[config.mk]
export PLATFORM = sky130hd
export DESIGN_NAME = switch_port_one_control
export DESIGN_NICKNAME = d
export VERILOG_FILES = /design/src/rtl/port1_ctrl_pkg.sv /design/src/rtl/switch_port_one_control.sv
export SDC_FILE = /design/constraint.sdc
export NUM_CORES = 1
export LEC_CHECK = 0
export BUFFER_PORTS_ARGS = -buffer_cell sky130_fd_sc_hd__clkbuf_2
export CAP_MARGIN = 0
export CORE_UTILIZATION = 45
export CTS_CLUSTER_SIZE = 10
export DETAILED_ROUTE_END_ITERATION = 8
export PLACE_DENSITY = 0.73
export SETUP_SLACK_MARGIN = 0.4
export SYNTH_ARGS = -nofsm -noshare
export SYNTH_HDL_FRONTEND = slang
export SYNTH_SLANG_ARGS = --single-unit
[constraint.sdc]
create_clock -name pclk -period 2.9 [get_ports pclk]
set_clock_uncertainty 0.1 [all_clocks]
set_input_delay 0.58 -clock pclk [delete_from_list [all_inputs] [get_ports pclk]]
set_output_delay 0.58 -clock pclk [all_outputs]
set_load 0.005 [all_outputs]
[src/rtl/port1_ctrl_pkg.sv]
/*
 * constants for the port 1 control register bank: register indices,
 * byte addresses, field positions and reset values.
 * assumes a 32-bit apb with one register per aligned word.
 */
package port1_ctrl_pkg;
   // printed register indices; byte address is four times the index
   localparam logic [11:0] ctl_one_idx     = 12'h500;
   localparam logic [11:0] ctl_two_idx     = 12'h502;
   localparam logic [11:0] def_tag_idx     = 12'h504;
   localparam int          addr_w          = 14;
   localparam logic [13:0] ctl_one_addr    = 14'(ctl_one_idx * 4);
   localparam logic [13:0] ctl_two_addr    = 14'(ctl_two_idx * 4);
   localparam logic [13:0] def_tag_addr    = 14'(def_tag_idx * 4);

   // first control register
   localparam int c1_storm      = 7;
   localparam int c1_diffserv   = 6;
   localparam int c1_dot1p      = 5;
   localparam int c1_defpri_hi  = 4;
   localparam int c1_defpri_lo  = 3;
   localparam int c1_tag_ins    = 2;
   localparam int c1_tag_rem    = 1;
   localparam int c1_multi_q    = 0;
   localparam logic [15:0] c1_mask  = 16'h00ff;
   localparam logic [15:0] c1_reset = 16'h0000;

   // second control register
   localparam int c2_vlan_filt  = 14;
   localparam int c2_non_pvid   = 13;
   localparam int c2_force_fc   = 12;
   localparam int c2_backpress  = 11;
   localparam int c2_tx_en      = 10;
   localparam int c2_rx_en      = 9;
   localparam int c2_learn_off  = 8;
   localparam int c2_sniffer    = 7;
   localparam int c2_rx_sniff   = 6;
   localparam int c2_tx_sniff   = 5;
   localparam int c2_pri_ceil   = 3;
   localparam int c2_member_hi  = 2;
   localparam int c2_member_lo  = 0;
   localparam logic [15:0] c2_mask  = 16'h7fef;
   localparam logic [15:0] c2_reset = 16'h0607;

   // default tag register: priority [15:13], cfi [12], vid [11:0]
   localparam int dt_pri_hi = 15;
   localparam int dt_pri_lo = 13;
   localparam int dt_vid_hi = 11;
   localparam logic [15:0] dt_reset = 16'h0001;

   // own port position inside membership masks
   localparam int own_port = 0;
endpackage

[src/rtl/switch_port_one_control.sv]
/*
 * port 1 control bank of a three-port switch: apb register slave plus the
 * per-packet ingress and egress decisions that the settings steer.
 * assumes the forwarding engine presents one packet per valid pulse with
 * its header facts, and takes the registered decision one cycle later.
 */
// Design decision made here: the APB slave port.
// Notes on behaviour
// 802.1p classification of port 1 ingress packets when its enable bit is set.
// default priority field picks queue 0..3 when other classifiers miss.
// with both classifiers hitting, queue is the OR of 802.1p and dscp results.
// tag insertion adds a tag on egress only to packets received untagged.
// inserted tag comes from the ingress port's default tag, not port 1's.
// tag removal strips the tag only from packets received tagged.
// multi-queue bit splits output into four queues, else one queue.
// vlan filtering drops packets whose table membership lacks port 1.
// non-default-vid discard drops packets whose vid differs from port default.
// force flow control enables pause regardless of negotiated outcome.
// back pressure bit enables half-duplex back pressure.
// transmit enable, reset 1, blocks all transmission when clear.
// receive enable, reset 1, blocks all reception when clear.
// learning disable stops source address learning from port 1.
// sniffer bit makes port 1 transmit monitored packets.
// receive sniff marks every received packet monitored and mirrors it; the code marks only packets that it does not drop.
// transmit sniff marks every transmitted packet monitored and mirrors it.
// priority ceiling clamps packet priority to the default tag priority.
// membership bits, reset 111, limit forwarding targets of port 1.
// default tag register gives default vid and egress tag contents; code takes egress tag from tx_src_tag instead.
// diffserv classification enable and broadcast storm protection enable.
// reserved bits read zero and ignore writes.
// settings apply to decisions starting after the write completes.
`timescale 1ns/1ps
module switch_port_one_control
(
   input  wire logic        pclk,            // switch core clock, 25 mhz
   input  wire logic        presetn,         // async reset, active low
   input  wire logic        psel,            // apb select
   input  wire logic        penable,         // apb access phase
   input  wire logic        pwrite,          // apb write
   input  wire logic [13:0] paddr,           // apb byte address
   input  wire logic [31:0] pwdata,          // apb write data
   output logic      [31:0] prdata,          // apb read data
   output logic             pready,          // apb ready
   output logic             pslverr,         // apb error, unmapped address
   input  wire logic        rx_valid,        // ingress packet header present
   input  wire logic        rx_tagged,       // packet carries a tag
   input  wire logic [11:0] rx_vid,          // vid from tag, zero if none
   input  wire logic [2:0]  rx_pcp,          // tag priority
   input  wire logic        rx_dscp_hit,     // diffserv lookup produced a result
   input  wire logic [1:0]  rx_dscp_queue,   // diffserv queue result
   input  wire logic [2:0]  rx_vlan_members, // vlan table membership bits
   output logic             rx_done,         // decision pulse
   output logic             rx_drop,         // discard the packet
   output logic [1:0]       rx_queue,        // priority class
   output logic [2:0]       rx_pri,          // priority after ceiling
   output logic [11:0]      rx_vid_out,      // vid used for lookup
   output logic             rx_learn,        // learn source address
   output logic             rx_monitor,      // mark monitored and mirror
   output logic [2:0]       rx_fwd_mask,     // permitted destinations
   input  wire logic        tx_valid,        // egress packet header present
   input  wire logic        tx_was_tagged,   // packet arrived tagged
   input  wire logic [15:0] tx_src_tag,      // ingress port default tag
   input  wire logic        tx_monitored,    // packet marked monitored
   input  wire logic [1:0]  tx_class,        // packet priority class
   output logic             tx_done,         // decision pulse
   output logic             tx_send,         // transmit on port 1
   output logic             tx_insert,       // add tag
   output logic             tx_strip,        // remove tag
   output logic [15:0]      tx_tag,          // tag to insert
   output logic [1:0]       tx_queue,        // output queue
   output logic             tx_mirror,       // copy to sniffer port
   input  wire logic        an_pause,        // negotiated flow control
   output logic             flow_ctrl_on,    // pause enabled
   output logic             backpress_on,    // half-duplex back pressure
   output logic             storm_guard_on   // broadcast storm protection
);
   logic [15:0] ctl_one_reg;
   logic [15:0] ctl_two_reg;
   logic [15:0] def_tag_reg;
   logic        wr_stb;
   logic        rd_hit;

   function automatic logic mapped(input logic [13:0] a);
      mapped = (a == port1_ctrl_pkg::ctl_one_addr) || (a == port1_ctrl_pkg::ctl_two_addr)
            || (a == port1_ctrl_pkg::def_tag_addr);
   endfunction

   // writes land only in the completing access cycle
   assign wr_stb = psel && penable && pready && pwrite;
   assign rd_hit = mapped(paddr);

   // one wait-free access: ready rises in the access cycle after setup
   always_ff @(posedge pclk or negedge presetn)
   begin
      if (!presetn)
         pready <= 1'b0;
      else
         pready <= psel && !penable;
   end

   always_ff @(posedge pclk or negedge presetn)
   begin
      if (!presetn)
      begin
         prdata  <= 32'h00000000;
         pslverr <= 1'b0;
      end
      else if (psel && !penable)
      begin
         pslverr <= !rd_hit;
         if (paddr == port1_ctrl_pkg::ctl_one_addr)
            prdata <= {16'h0000, ctl_one_reg};
         else if (paddr == port1_ctrl_pkg::ctl_two_addr)
            prdata <= {16'h0000, ctl_two_reg};
         else if (paddr == port1_ctrl_pkg::def_tag_addr)
            prdata <= {16'h0000, def_tag_reg};
         else
            prdata <= 32'h00000000;
      end
   end

   // reserved bits masked so they never store
   always_ff @(posedge pclk or negedge presetn)
   begin
      if (!presetn)
      begin
         ctl_one_reg <= port1_ctrl_pkg::c1_reset;
         ctl_two_reg <= port1_ctrl_pkg::c2_reset;
         def_tag_reg <= port1_ctrl_pkg::dt_reset;
      end
      else if (wr_stb)
      begin
         if (paddr == port1_ctrl_pkg::ctl_one_addr)
            ctl_one_reg <= pwdata[15:0] & port1_ctrl_pkg::c1_mask;
         if (paddr == port1_ctrl_pkg::ctl_two_addr)
            ctl_two_reg <= pwdata[15:0] & port1_ctrl_pkg::c2_mask;
         if (paddr == port1_ctrl_pkg::def_tag_addr)
            def_tag_reg <= pwdata[15:0];
      end
   end

   // ingress decision; reads live settings so a finished write applies next packet
   logic [1:0]  cls_q;
   logic [2:0]  pri_c;
   logic [11:0] pvid;
   logic [2:0]  usr_pri;
   logic [11:0] eff_vid;
   logic        p1p_hit;
   logic        ds_hit;
   logic        drop_c;

   assign pvid = def_tag_reg[port1_ctrl_pkg::dt_vid_hi:0];
   assign usr_pri = def_tag_reg[port1_ctrl_pkg::dt_pri_hi:port1_ctrl_pkg::dt_pri_lo];

   always_comb
   begin
      p1p_hit = ctl_one_reg[port1_ctrl_pkg::c1_dot1p] && rx_tagged;
      ds_hit  = ctl_one_reg[port1_ctrl_pkg::c1_diffserv] && rx_dscp_hit;
      if (p1p_hit && ds_hit)
         cls_q = rx_pcp[2:1] | rx_dscp_queue;
      else if (p1p_hit)
         cls_q = rx_pcp[2:1];
      else if (ds_hit)
         cls_q = rx_dscp_queue;
      else
         cls_q = ctl_one_reg[port1_ctrl_pkg::c1_defpri_hi:port1_ctrl_pkg::c1_defpri_lo];
      // untagged or null-vid packets take the port default
      eff_vid = (!rx_tagged || rx_vid == 12'h000) ? pvid : rx_vid;
      pri_c = rx_tagged ? rx_pcp : usr_pri;
      if (ctl_two_reg[port1_ctrl_pkg::c2_pri_ceil]
          && pri_c > usr_pri)
         pri_c = usr_pri;
      drop_c = !ctl_two_reg[port1_ctrl_pkg::c2_rx_en]
            || (ctl_two_reg[port1_ctrl_pkg::c2_vlan_filt]
                && !rx_vlan_members[port1_ctrl_pkg::own_port])
            || (ctl_two_reg[port1_ctrl_pkg::c2_non_pvid] && eff_vid != pvid);
   end

   always_ff @(posedge pclk or negedge presetn)
   begin
      if (!presetn)
      begin
         rx_done     <= 1'b0;
         rx_drop     <= 1'b0;
         rx_queue    <= 2'h0;
         rx_pri      <= 3'h0;
         rx_vid_out  <= 12'h000;
         rx_learn    <= 1'b0;
         rx_monitor  <= 1'b0;
         rx_fwd_mask <= 3'h0;
      end
      else
      begin
         rx_done <= rx_valid;
         if (rx_valid)
         begin
            rx_drop     <= drop_c;
            rx_queue    <= cls_q;
            rx_pri      <= pri_c;
            rx_vid_out  <= eff_vid;
            rx_learn    <= !drop_c && !ctl_two_reg[port1_ctrl_pkg::c2_learn_off];
            rx_monitor  <= !drop_c && ctl_two_reg[port1_ctrl_pkg::c2_rx_sniff];
            rx_fwd_mask <= ctl_two_reg[port1_ctrl_pkg::c2_member_hi:port1_ctrl_pkg::c2_member_lo]
                           & rx_vlan_members;
         end
      end
   end

   // egress decision; a monitored copy only leaves port 1 when it is the sniffer port
   logic send_c;
   assign send_c = ctl_two_reg[port1_ctrl_pkg::c2_tx_en]
                && (!tx_monitored || ctl_two_reg[port1_ctrl_pkg::c2_sniffer]);

   always_ff @(posedge pclk or negedge presetn)
   begin
      if (!presetn)
      begin
         tx_done   <= 1'b0;
         tx_send   <= 1'b0;
         tx_insert <= 1'b0;
         tx_strip  <= 1'b0;
         tx_tag    <= 16'h0000;
         tx_queue  <= 2'h0;
         tx_mirror <= 1'b0;
      end
      else
      begin
         tx_done <= tx_valid;
         if (tx_valid)
         begin
            tx_send   <= send_c;
            tx_insert <= ctl_one_reg[port1_ctrl_pkg::c1_tag_ins] && !tx_was_tagged;
            tx_strip  <= ctl_one_reg[port1_ctrl_pkg::c1_tag_rem] && tx_was_tagged;
            tx_tag    <= tx_src_tag;
            tx_queue  <= ctl_one_reg[port1_ctrl_pkg::c1_multi_q] ? tx_class : 2'h0;
            tx_mirror <= send_c && ctl_two_reg[port1_ctrl_pkg::c2_tx_sniff];
         end
      end
   end

   // port level controls
   always_ff @(posedge pclk or negedge presetn)
   begin
      if (!presetn)
      begin
         flow_ctrl_on   <= 1'b0;
         backpress_on   <= 1'b0;
         storm_guard_on <= 1'b0;
      end
      else
      begin
         flow_ctrl_on   <= ctl_two_reg[port1_ctrl_pkg::c2_force_fc] || an_pause;
         backpress_on   <= ctl_two_reg[port1_ctrl_pkg::c2_backpress];
         storm_guard_on <= ctl_one_reg[port1_ctrl_pkg::c1_storm];
      end
   end
endmodule // switch_port_one_control

==> results.sh, run 1 <==
export IMPL_status="finished, final reports clean"
export IMPL_drive_gt1_share_pct=43.49
export IMPL_cts_tree="done"
export IMPL_routed_wl_um=11370
export IMPL_slowest_stage="or3_1"
export IMPL_htree_levels=3
export IMPL_clock_sinks=106
export IMPL_postCtsHoldBufs=0
export IMPL_switching_share_pct=24.30
export IMPL_grt_pass1_wl_um=18220
export IMPL_fmax_mhz=466.3
export IMPL_num_rows=37
export IMPL_cts_buffers=9
export IMPL_num_vias=3598
export IMPL_ir_worst_vdd_mv=0.2721
export IMPL_dieArea_sq_um=11060
export IMPL_fillerInstances=894
export IMPL_required_ns=3.06
export IMPL_finalWeightedCongestion=0.8154
export IMPL_p_switching_w=0.0006724
export IMPL_p_int_w=0.002095
export IMPL_antenna_found_initial=0
export IMPL_wl_per_cell_um=16.69
export IMPL_clkPwrFrac_pct=34.0
export IMPL_power_density_nw_per_um2=475.0
export IMPL_initial_core_util_pct=46.38
export IMPL_hold_violations=0
export IMPL_diodes=0
export IMPL_path_clk_slew_ns=0.10
export IMPL_clock_path_buffers=2
export IMPL_ys_seq_area_share_pct=55.55
export IMPL_slew_viol_final=0
export IMPL_arrival_ns=2.30
export IMPL_cpPeakStageDelay_ns=0.63
export IMPL_clkLatencyLatePin_ns=0.37
export IMPL_nets=639
export IMPL_die_h_um=105.2
export IMPL_path_max_fanout=8
export IMPL_io_pins=180
export IMPL_synth_distinct_cells=49
export IMPL_fin_tns_setup_ns=0
export IMPL_p_comb_share_pct=10.0
export IMPL_overflow=0
export IMPL_drtIter0Drc=190
export IMPL_multi_input_area_sq_um=1891
export IMPL_place_hpwl_um=8561
export IMPL_synthArstFlopShare_pct=100.0
export IMPL_ys_seq_elements=106
export IMPL_portBuffers=147
export IMPL_layout_common_cells="clkbuf_2, dfrtp_1, mux2_2, inv_1, a22oi_1"
export IMPL_fin_crit_ns=2.145
export IMPL_fp_dieW_um=105.2
export IMPL_relSlewSlack_pct=55.79
export IMPL_clockRootBuffer="clkbuf_8"
export IMPL_synth_warnings=0
export IMPL_avgSynthCellArea_sq_um=12.12
export IMPL_p_seq_share_pct=56.0
export IMPL_core_area_sq_um=10320
export IMPL_postCtsSetupRepairBufs=0
export IMPL_ctsResizeCount=0
export IMPL_grt_max_degree=65
export IMPL_critPathKind="in2reg"
export IMPL_layout_commonest_cell="clkbuf_2"
export IMPL_grt_pass1_vias=3568
export IMPL_worst_slew_pin_slew_ns=0.6607
export IMPL_syn_inst=395
export IMPL_total_power_w=0.002768
export IMPL_startpoint_type="input port"
export IMPL_timing_final_crit_share_pct=73.95
export IMPL_vias_per_cell=5.283
export IMPL_finalSetupViolations=0
export IMPL_p_leak_nw=2.881
export IMPL_ys_dominant_reg_cell="dfrtp_1"
export IMPL_final_area_sq_um=5827
export IMPL_track_usage_pct=21.57
export IMPL_register_area_sq_um=2660
export IMPL_firstDrtPassIters=4
export IMPL_antenna_left=0
export IMPL_reg2reg_depth=7
export IMPL_whs_ns=0.08924
export IMPL_rsz0062_at_grt="false"
export IMPL_synth_enable_flop_cells=0
export IMPL_syn_to_final_growth_pct=21.69
export IMPL_path_cells="clkbuf_2, nor4b_2, nand4_1, or3_1, mux2_4"
export IMPL_maxCapViolations=0
export IMPL_hold_class="in2async"
export IMPL_setup_ws_ns=0.7555
export IMPL_pre_cts_ws_ns=0.3745
export IMPL_postPlaceCellArea_sq_um=5622
export IMPL_drcViolationCount=0
export IMPL_end_kind="flip-flop"
export IMPL_synth_area_sq_um=4788
[cell families (layout without fill, tap and decap cells)]
kind of cell | Yosys count | count (layout) | synth area share (%)
XOR/XNOR | 12 | 12 | 2.195
adder cells (fa/ha/maj) | 3 | 3 | 0.7840
flip-flops | 106 | 106 | 55.55
AO/OA/AOI/OAI | 82 | 82 | 12.26
other | 1 | 16 | 0.07832
buffers and inverters | 58 | 193 | 6.140
AND/OR/NAND/NOR | 70 | 70 | 7.787
multiplexers | 63 | 63 | 15.21
[power by group through the flow]
stage               logic, W  registers, W  clock network, W
floorplan           0.000123       0.00158                 0
global placement    0.000271       0.00158                 0
detailed placement  0.000278       0.00158                 0
CTS                 0.000279       0.00155          0.000959
global route        0.000307       0.00156           0.00101
finish              0.000276       0.00155          0.000941
[stage by stage]
stage | util, % | instances
floorplan | - | 410
global placement | 54.45 | 665
detailed placement | 54.45 | 665
CTS | 56.44 | 681
global route | 56.44 | 681
finish | 56.44 | 681
[metal layers]
| metal | up-vias | global-route usage, % | wire length, um |
|---|---|---|---|
| li1 | 1690 | - | - |
| met1 | 1778 | 26.39 | 4732 |
| met2 | 112 | 37.28 | 5805 |
| met3 | 18 | 5.115 | 626 |
| met4 | 0 | 7.445 | 201 |
| met5 | - | 0 | 0 |
[worst max-delay path: cells and delay by family]
family | cells | cell delay [ns]
buffers and inverters | 1 | 0.09
AND/OR/NAND/NOR | 3 | 1.24
multiplexers | 1 | 0.39
[final cells by class]
cell class	instances	share of cell area, %
Multi-Input combinational cell	246	32.45
Clock buffer	12	2.663
Tap cell	136	2.920
Inverter	20	1.288
Timing Repair Buffer	157	14.17
Clock inverter	4	0.8589
Sequential cell	106	45.65
[cell usage after synthesis, types with 4 or more instances]
cell type / instances / area [sq um]
a21oi_1: 14 / 70.07
a221o_1: 7 / 70.07
a22oi_1: 19 / 142.6
a31oi_1: 4 / 25.02
buf_1: 5 / 18.77
buf_4: 20 / 150.1
clkbuf_1: 12 / 45.04
dfrtp_1: 100 / 2502
dfstp_2: 6 / 157.7
inv_1: 20 / 75.07
mux2_2: 45 / 506.7
mux2_4: 8 / 120.1
mux2i_1: 9 / 90.09
nand2_1: 16 / 60.06
nand3_1: 8 / 40.04
nor2_1: 15 / 56.30
nor2b_1: 4 / 25.02
nor3_1: 7 / 35.03
o2111ai_1: 4 / 35.03
o21ai_0: 12 / 60.06
o31ai_1: 7 / 52.55
xor2_1: 12 / 105.1
[worst paths after layout]
check                                start              end  slack, ns
min reg2reg                ctl_two_reg[11]     backpress_on       0.32
min                                presetn        rx_pri[0]       0.09
min in group pclk                 an_pause     flow_ctrl_on       0.30
max reg2reg                def_tag_reg[14]        rx_pri[0]       0.85
max in group asynchronous          presetn  ctl_two_reg[10]       1.84
max                              paddr[13]   ctl_one_reg[7]       0.76
(Power assumes the default switching activity.)
==> run 2, diff against run 1 <==
--- a/config.mk
+++ b/config.mk
@@ -5,12 +5,13 @@
 export SDC_FILE = /design/constraint.sdc
 export NUM_CORES = 1
 export LEC_CHECK = 0
+export ABC_AREA = 1
 export BUFFER_PORTS_ARGS = -buffer_cell sky130_fd_sc_hd__clkbuf_2
 export CAP_MARGIN = 0
 export CORE_UTILIZATION = 45
 export CTS_CLUSTER_SIZE = 10
 export DETAILED_ROUTE_END_ITERATION = 8
-export PLACE_DENSITY = 0.73
+export PLACE_DENSITY = 0.72
 export SETUP_SLACK_MARGIN = 0.4
 export SYNTH_ARGS = -nofsm -noshare
 export SYNTH_HDL_FRONTEND = slang
==> constraint.sdc (replaced) <==
create_clock -name pclk -period 2.2 [get_ports pclk]
set_clock_uncertainty 0.1 [all_clocks]
set_input_delay 0.44 -clock pclk [delete_from_list [all_inputs] [get_ports pclk]]
set_output_delay 0.44 -clock pclk [all_outputs]
set_load 0.005 [all_outputs]
==> results.sh, run 2 <==
export IMPL_syn_inst=592
export IMPL_path_clk_slew_ns=0.12
export IMPL_place_hpwl_um=9940
export IMPL_htree_levels=3
export IMPL_ys_dominant_reg_cell="dfrtp_1"
export IMPL_num_vias=4508
export IMPL_core_area_sq_um=10890
export IMPL_synthArstFlopShare_pct=100.0
export IMPL_grt_max_degree=50
export IMPL_finalSetupViolations=0
export IMPL_nets=845
export IMPL_routed_wl_um=13310
export IMPL_relSlewSlack_pct=48.33
export IMPL_timing_final_crit_share_pct=83.21
export IMPL_p_seq_share_pct=55.4
export IMPL_drtIter0Drc=253
export IMPL_finalNonFillerCells=891
export IMPL_grt_pass1_wl_um=21180
export IMPL_layout_commonest_cell="nand2_1"
export IMPL_fmax_mhz=546.3
export IMPL_synth_top_cell_by_area="dfrtp_1"
export IMPL_startpoint_type="flip-flop"
export IMPL_fin_crit_ns=1.831
export IMPL_firstDrtPassIters=4
export IMPL_synth_warnings=0
export IMPL_avgSynthCellArea_sq_um=8.539
export IMPL_wl_per_cell_um=14.94
export IMPL_die_h_um=108.0
export IMPL_switching_share_pct=28.19
export IMPL_synth_most_common_cell="nand2_1"
export IMPL_dieArea_sq_um=11660
export IMPL_slew_viol_final=0
export IMPL_ys_seq_area_share_pct=52.62
export IMPL_num_rows=38
export IMPL_fp_dieW_um=108.0
export IMPL_clkLatencyLatePin_ns=0.39
export IMPL_synth_area_sq_um=5055
export IMPL_cts_tree="done"
export IMPL_hold_violations=0
export IMPL_synth_distinct_cells=39
export IMPL_end_kind="flip-flop"
export IMPL_critPathKind="reg2reg"
export IMPL_reg2reg_depth=11
export IMPL_synth_top_cell_area_share_pct=49.50
export IMPL_cts_buffers=9
export IMPL_drive_gt1_share_pct=32.49
export IMPL_hold_class="in2reg"
export IMPL_fin_tns_setup_ns=0
export IMPL_p_comb_share_pct=11.3
export IMPL_r2r_slack_ns=0.37
export IMPL_path_max_fanout=4
export IMPL_maxCapViolations=0
export IMPL_p_switching_w=0.001039
export IMPL_status="finished, final reports clean"
export IMPL_required_ns=2.44
export IMPL_clock_path_buffers=2
export IMPL_ys_top_cells_by_area="dfrtp_1, nand2_1, o21ai_0, inv_1, mux2_2"
export IMPL_total_power_w=0.003684
export IMPL_antenna_left=0
export IMPL_io_pins=180
export IMPL_clockRootBuffer="clkbuf_8"
export IMPL_p_leak_nw=3.292
export IMPL_diodes=0
export IMPL_pre_cts_ws_ns=0.04996
export IMPL_rsz0062_at_grt="true"
export IMPL_vias_per_cell=5.059
export IMPL_clkPwrFrac_pct=33.3
export IMPL_grt_pass1_vias=4288
export IMPL_finalWeightedCongestion=0.8462
export IMPL_worst_slew_pin_slew_ns=0.7742
export IMPL_arrival_ns=2.07
export IMPL_portBuffers=147
export IMPL_synth_enable_flop_cells=0
export IMPL_synthTopCellsByCount="nand2_1, dfrtp_1, o21ai_0, inv_1, nor2_1"
export IMPL_clock_sinks=106
export IMPL_power_density_nw_per_um2=581.5
export IMPL_drcViolationCount=0
export IMPL_layout_common_cells="nand2_1, clkbuf_2, dfrtp_1, inv_1, o21ai_0"
export IMPL_syn_to_final_growth_pct=25.32
export IMPL_ir_worst_vdd_mv=0.4234
export IMPL_hold_path_depth=2
export IMPL_track_usage_pct=23.89
export IMPL_overflow=0
export IMPL_ys_seq_elements=106
export IMPL_dp_cells=868
export IMPL_antenna_found_initial=0
export IMPL_initial_core_util_pct=46.43
export IMPL_p_int_w=0.002645
export IMPL_setup_ws_ns=0.3694
run 2: logic make-up (layout without fill, tap and decap cells):
| logic type | after synthesis | in the layout | synth area share, % |
|---|---|---|---|
| compound gates | 110 | 110 | 12.13 |
| fa+ha+maj | 3 | 3 | 0.7427 |
| buf+inv | 107 | 249 | 9.604 |
| flops | 106 | 106 | 52.62 |
| mux | 17 | 17 | 3.787 |
| other cells | 1 | 16 | 0.07419 |
| simple gates | 248 | 250 | 21.04 |
run 2: per-stage QoR:
| step | area [sq um] | utilization, % | hold WS [ns] |
|---|---|---|---|
| 2_1_floorplan | 5215 | - | 0.04441 |
| 3_3_place_gp | 5974 | 54.87 | 0.2058 |
| 3_5_place_dp | 5974 | 54.87 | 0.2083 |
| 4_1_cts | 6202 | 56.96 | 0.1147 |
| 5_1_grt | 6335 | 58.18 | 0.1244 |
| 6_report | 6335 | 58.18 | 0.1250 |
run 2: final cells by class:
| class | count | area [sq um] |
|---|---|---|
| fill | 1017 | 4553 |
| clock buffer | 9 | 123.9 |
| timing repair buffer | 166 | 925.9 |
| sequential | 106 | 2660 |
| tap | 140 | 175.2 |
| inverter | 67 | 254.0 |
| multi-input combinational | 396 | 2117 |
| clock inverter | 7 | 78.83 |
run 2: worst paths after layout:
kind,from,to
setup / recovery,def_tag_reg[15],rx_pri[0]
hold / removal,an_pause,flow_ctrl_on
setup reg to reg,def_tag_reg[15],rx_pri[0]
hold reg to reg,ctl_two_reg[11],backpress_on
max in group asynchronous,presetn,def_tag_reg[0]
min in group asynchronous,presetn,prdata[10]
run 2: worst max-delay path: stages, from the launching register on:
cell and delay [ns]:
dfrtp_1 0.42, o21ai_1 0.14, inv_1 0.10, ha_4 0.29, nand2_2 0.05, nor2_2 0.11, a211oi_2 0.07, nor2_2 0.17
inv_2 0.08, a21oi_2 0.11, o21ai_1 0.08, nand2_1 0.06
run 2: power by group through the flow:
stage          combinational, W  clock [W]  sequential (W)
3_5_place_dp           0.000400          0         0.00208
5_1_grt                0.000468    0.00133         0.00205
3_3_place_gp           0.000390          0         0.00208
4_1_cts                0.000404    0.00125         0.00204
6_report               0.000415    0.00123         0.00204
2_1_floorplan          0.000185          0         0.00208
run 2: metal layers:
metal / vias up / global-route usage [%] / share of wire (%)
li1: 2212 / - / -
met1: 2098 / 31.74 / 44
met2: 182 / 39.08 / 47
met3: 16 / 4.280 / 6.7
met4: 0 / 8.904 / 1.8
met5: - / 0 / 0
run 2: timing repair:
action,in CTS,in global routing
endpoints found under the setup margin,1,7
gates cloned,0,2
setup buffers,1,3
endpoints found under the hold margin,11,0
gates resized for setup,2,27
pin swaps,1,19
hold buffers,1,0
==> run 3, diff against run 2 <==
==> constraint.sdc (replaced) <==
create_clock -name pclk -period 1.7 [get_ports pclk]
set_clock_uncertainty 0.1 [all_clocks]
set_input_delay 0.34 -clock pclk [delete_from_list [all_inputs] [get_ports pclk]]
set_output_delay 0.34 -clock pclk [all_outputs]
set_load 0.005 [all_outputs]
==> results.sh, run 3 (synthesis gave the netlist of run 2 again) <==
export IMPL_wl_met2_um=8531
export IMPL_overflow=0
export IMPL_end_kind="flip-flop"
export IMPL_timing_final_crit_share_pct=106.5
export IMPL_htree_levels=3
export IMPL_startpoint_type="flip-flop"
export IMPL_clockRootBuffer="clkbuf_8"
export IMPL_status="finished, violations left"
export IMPL_wirelength_met1_um=6327
export IMPL_rsz0062_at_grt="true"
export IMPL_antenna_left=0
export IMPL_portBuffers=147
export IMPL_top_layer="met4"
export IMPL_finalSetupViolations=4
export IMPL_fin_crit_ns=1.810
export IMPL_path_clk_slew_ns=0.10
export IMPL_vias_per_cell=5.343
export IMPL_drive_gt1_share_pct=51.67
export IMPL_track_usage_pct=24.82
export IMPL_hold_violations=0
export IMPL_dieArea_sq_um=11660
export IMPL_clkLatencyLatePin_ns=0.36
export IMPL_setup_ws_ns=-0.1100
export IMPL_die_h_um=108.0
export IMPL_total_power_w=0.004969
export IMPL_maxCapViolations=0
export IMPL_num_vias=5236
export IMPL_slew_viol_final=0
export IMPL_ir_worst_vdd_mv=0.3837
export IMPL_fmax_mhz=552.5
export IMPL_cts_buffers=9
export IMPL_multi_input_area_sq_um=2753
export IMPL_grt_max_degree=68
export IMPL_relSlewSlack_pct=46.62
export IMPL_routed_wl_um=16340
export IMPL_postLayoutCoreUtil_pct=71.87
export IMPL_finalWeightedCongestion=0.9071
export IMPL_arrival_ns=2.01
export IMPL_fp_dieW_um=108.0
export IMPL_num_rows=38
export IMPL_layout_common_cells="nand2_1, clkbuf_2, dfrtp_1, buf_4, inv_1"
export IMPL_drcViolationCount=0
export IMPL_wl_per_cell_um=16.68
export IMPL_grt_pass1_wl_um=22590
export IMPL_critPathKind="reg2reg"
export IMPL_fin_tns_setup_ns=-0.2945
export IMPL_worst_slew_pin_slew_ns=0.7998
export IMPL_io_pins=180
export IMPL_drtIter0Drc=405
export IMPL_cts_tree="done"
export IMPL_violations="negative setup slack"
export IMPL_p_leak_nw=3.992
export IMPL_antenna_found_initial=0
export IMPL_clock_sinks=106
export IMPL_fillerInstances=734
export IMPL_finalNonFillerCells=980
export IMPL_register_area_sq_um=2660
export IMPL_power_density_nw_per_um2=635.0
export IMPL_firstDrtPassIters=5
export IMPL_place_hpwl_um=10050
export IMPL_hold_class="in2reg"
export IMPL_core_area_sq_um=10890
export IMPL_diodes=0
export IMPL_clock_path_buffers=2
export IMPL_dp_cells=911
export IMPL_nets=934
export IMPL_initial_core_util_pct=46.43
export IMPL_path_max_fanout=4
export IMPL_syn_to_final_growth_pct=54.80
export IMPL_layout_commonest_cell="nand2_1"
export IMPL_required_ns=1.90
export IMPL_grt_pass1_vias=4804
export IMPL_dr_wl_met3_um=889
run 3: metal layers:
metal,track usage (%),vias up
met5,0,-
met4,9.883,0
met3,2.652,51
met2,43.54,224
met1,31.29,2566
li1,-,2395
run 3: layout make-up:
class	instances	share of cell area, %
multi-input combinational	399	35.18
sequential	106	33.99
timing repair buffer	252	22.50
inverter	67	3.534
tap	140	2.239
clock buffer	14	2.079
clock inverter	2	0.4797
run 3: path summary, 6_finish.rpt:
check | start | endpoint | slack [ns] | depth (start not counted)
worst max-delay path | def_tag_reg[15] | rx_pri[0] | -0.11 | 11
worst min-delay path | an_pause | flow_ctrl_on | 0.06 | 2
worst max register to register | def_tag_reg[15] | rx_pri[0] | -0.11 | 11
worst min register to register | ctl_one_reg[7] | storm_guard_on | 0.39 | 0
max in group asynchronous | presetn | def_tag_reg[0] | 0.73 | 3
min in group asynchronous | presetn | tx_tag[11] | 0.39 | 3
run 3: worst max-delay path, stage by stage (launching register included):
cell      delay [ns]
dfrtp_1         0.42
o21ai_1         0.12
inv_1           0.08
ha_4            0.28
nand2_2         0.06
nor2_2          0.12
a211oi_2        0.06
nor2_2          0.17
inv_2           0.09
a21oi_2         0.12
o21ai_1         0.08
nand2_1         0.06
run 3: through the flow:
| step | hold WS (ns) | cell area, sq um | worst slack, ns |
|---|---|---|---|
| detailed placement | 0.2376 | 6321 | -0.3251 |
| global placement | 0.2359 | 6321 | -0.2850 |
| CTS | 0.05493 | 6995 | -0.01517 |
| floorplan | -0.05559 | 5265 | -0.1435 |
| finish | 0.05591 | 7825 | -0.1100 |
| global route | 0.05179 | 7825 | -0.1894 |
run 3: timing repair:
action	CTS	global route
hold buffers	1	0
hold endpoints to repair	100	0
resized for setup	86	204
pin swaps	8	40
cloned	3	3
setup endpoints to repair	131	143
setup buffers	25	21
run 3: where the power goes:
| part | total, W | internal (W) | switching (W) |
|---|---|---|---|
| logic | 0.000735 | 0.000357 | 0.000378 |
| clock network | 0.00159 | 0.000766 | 0.000828 |
| registers | 0.00264 | 0.00260 | 0.0000407 |
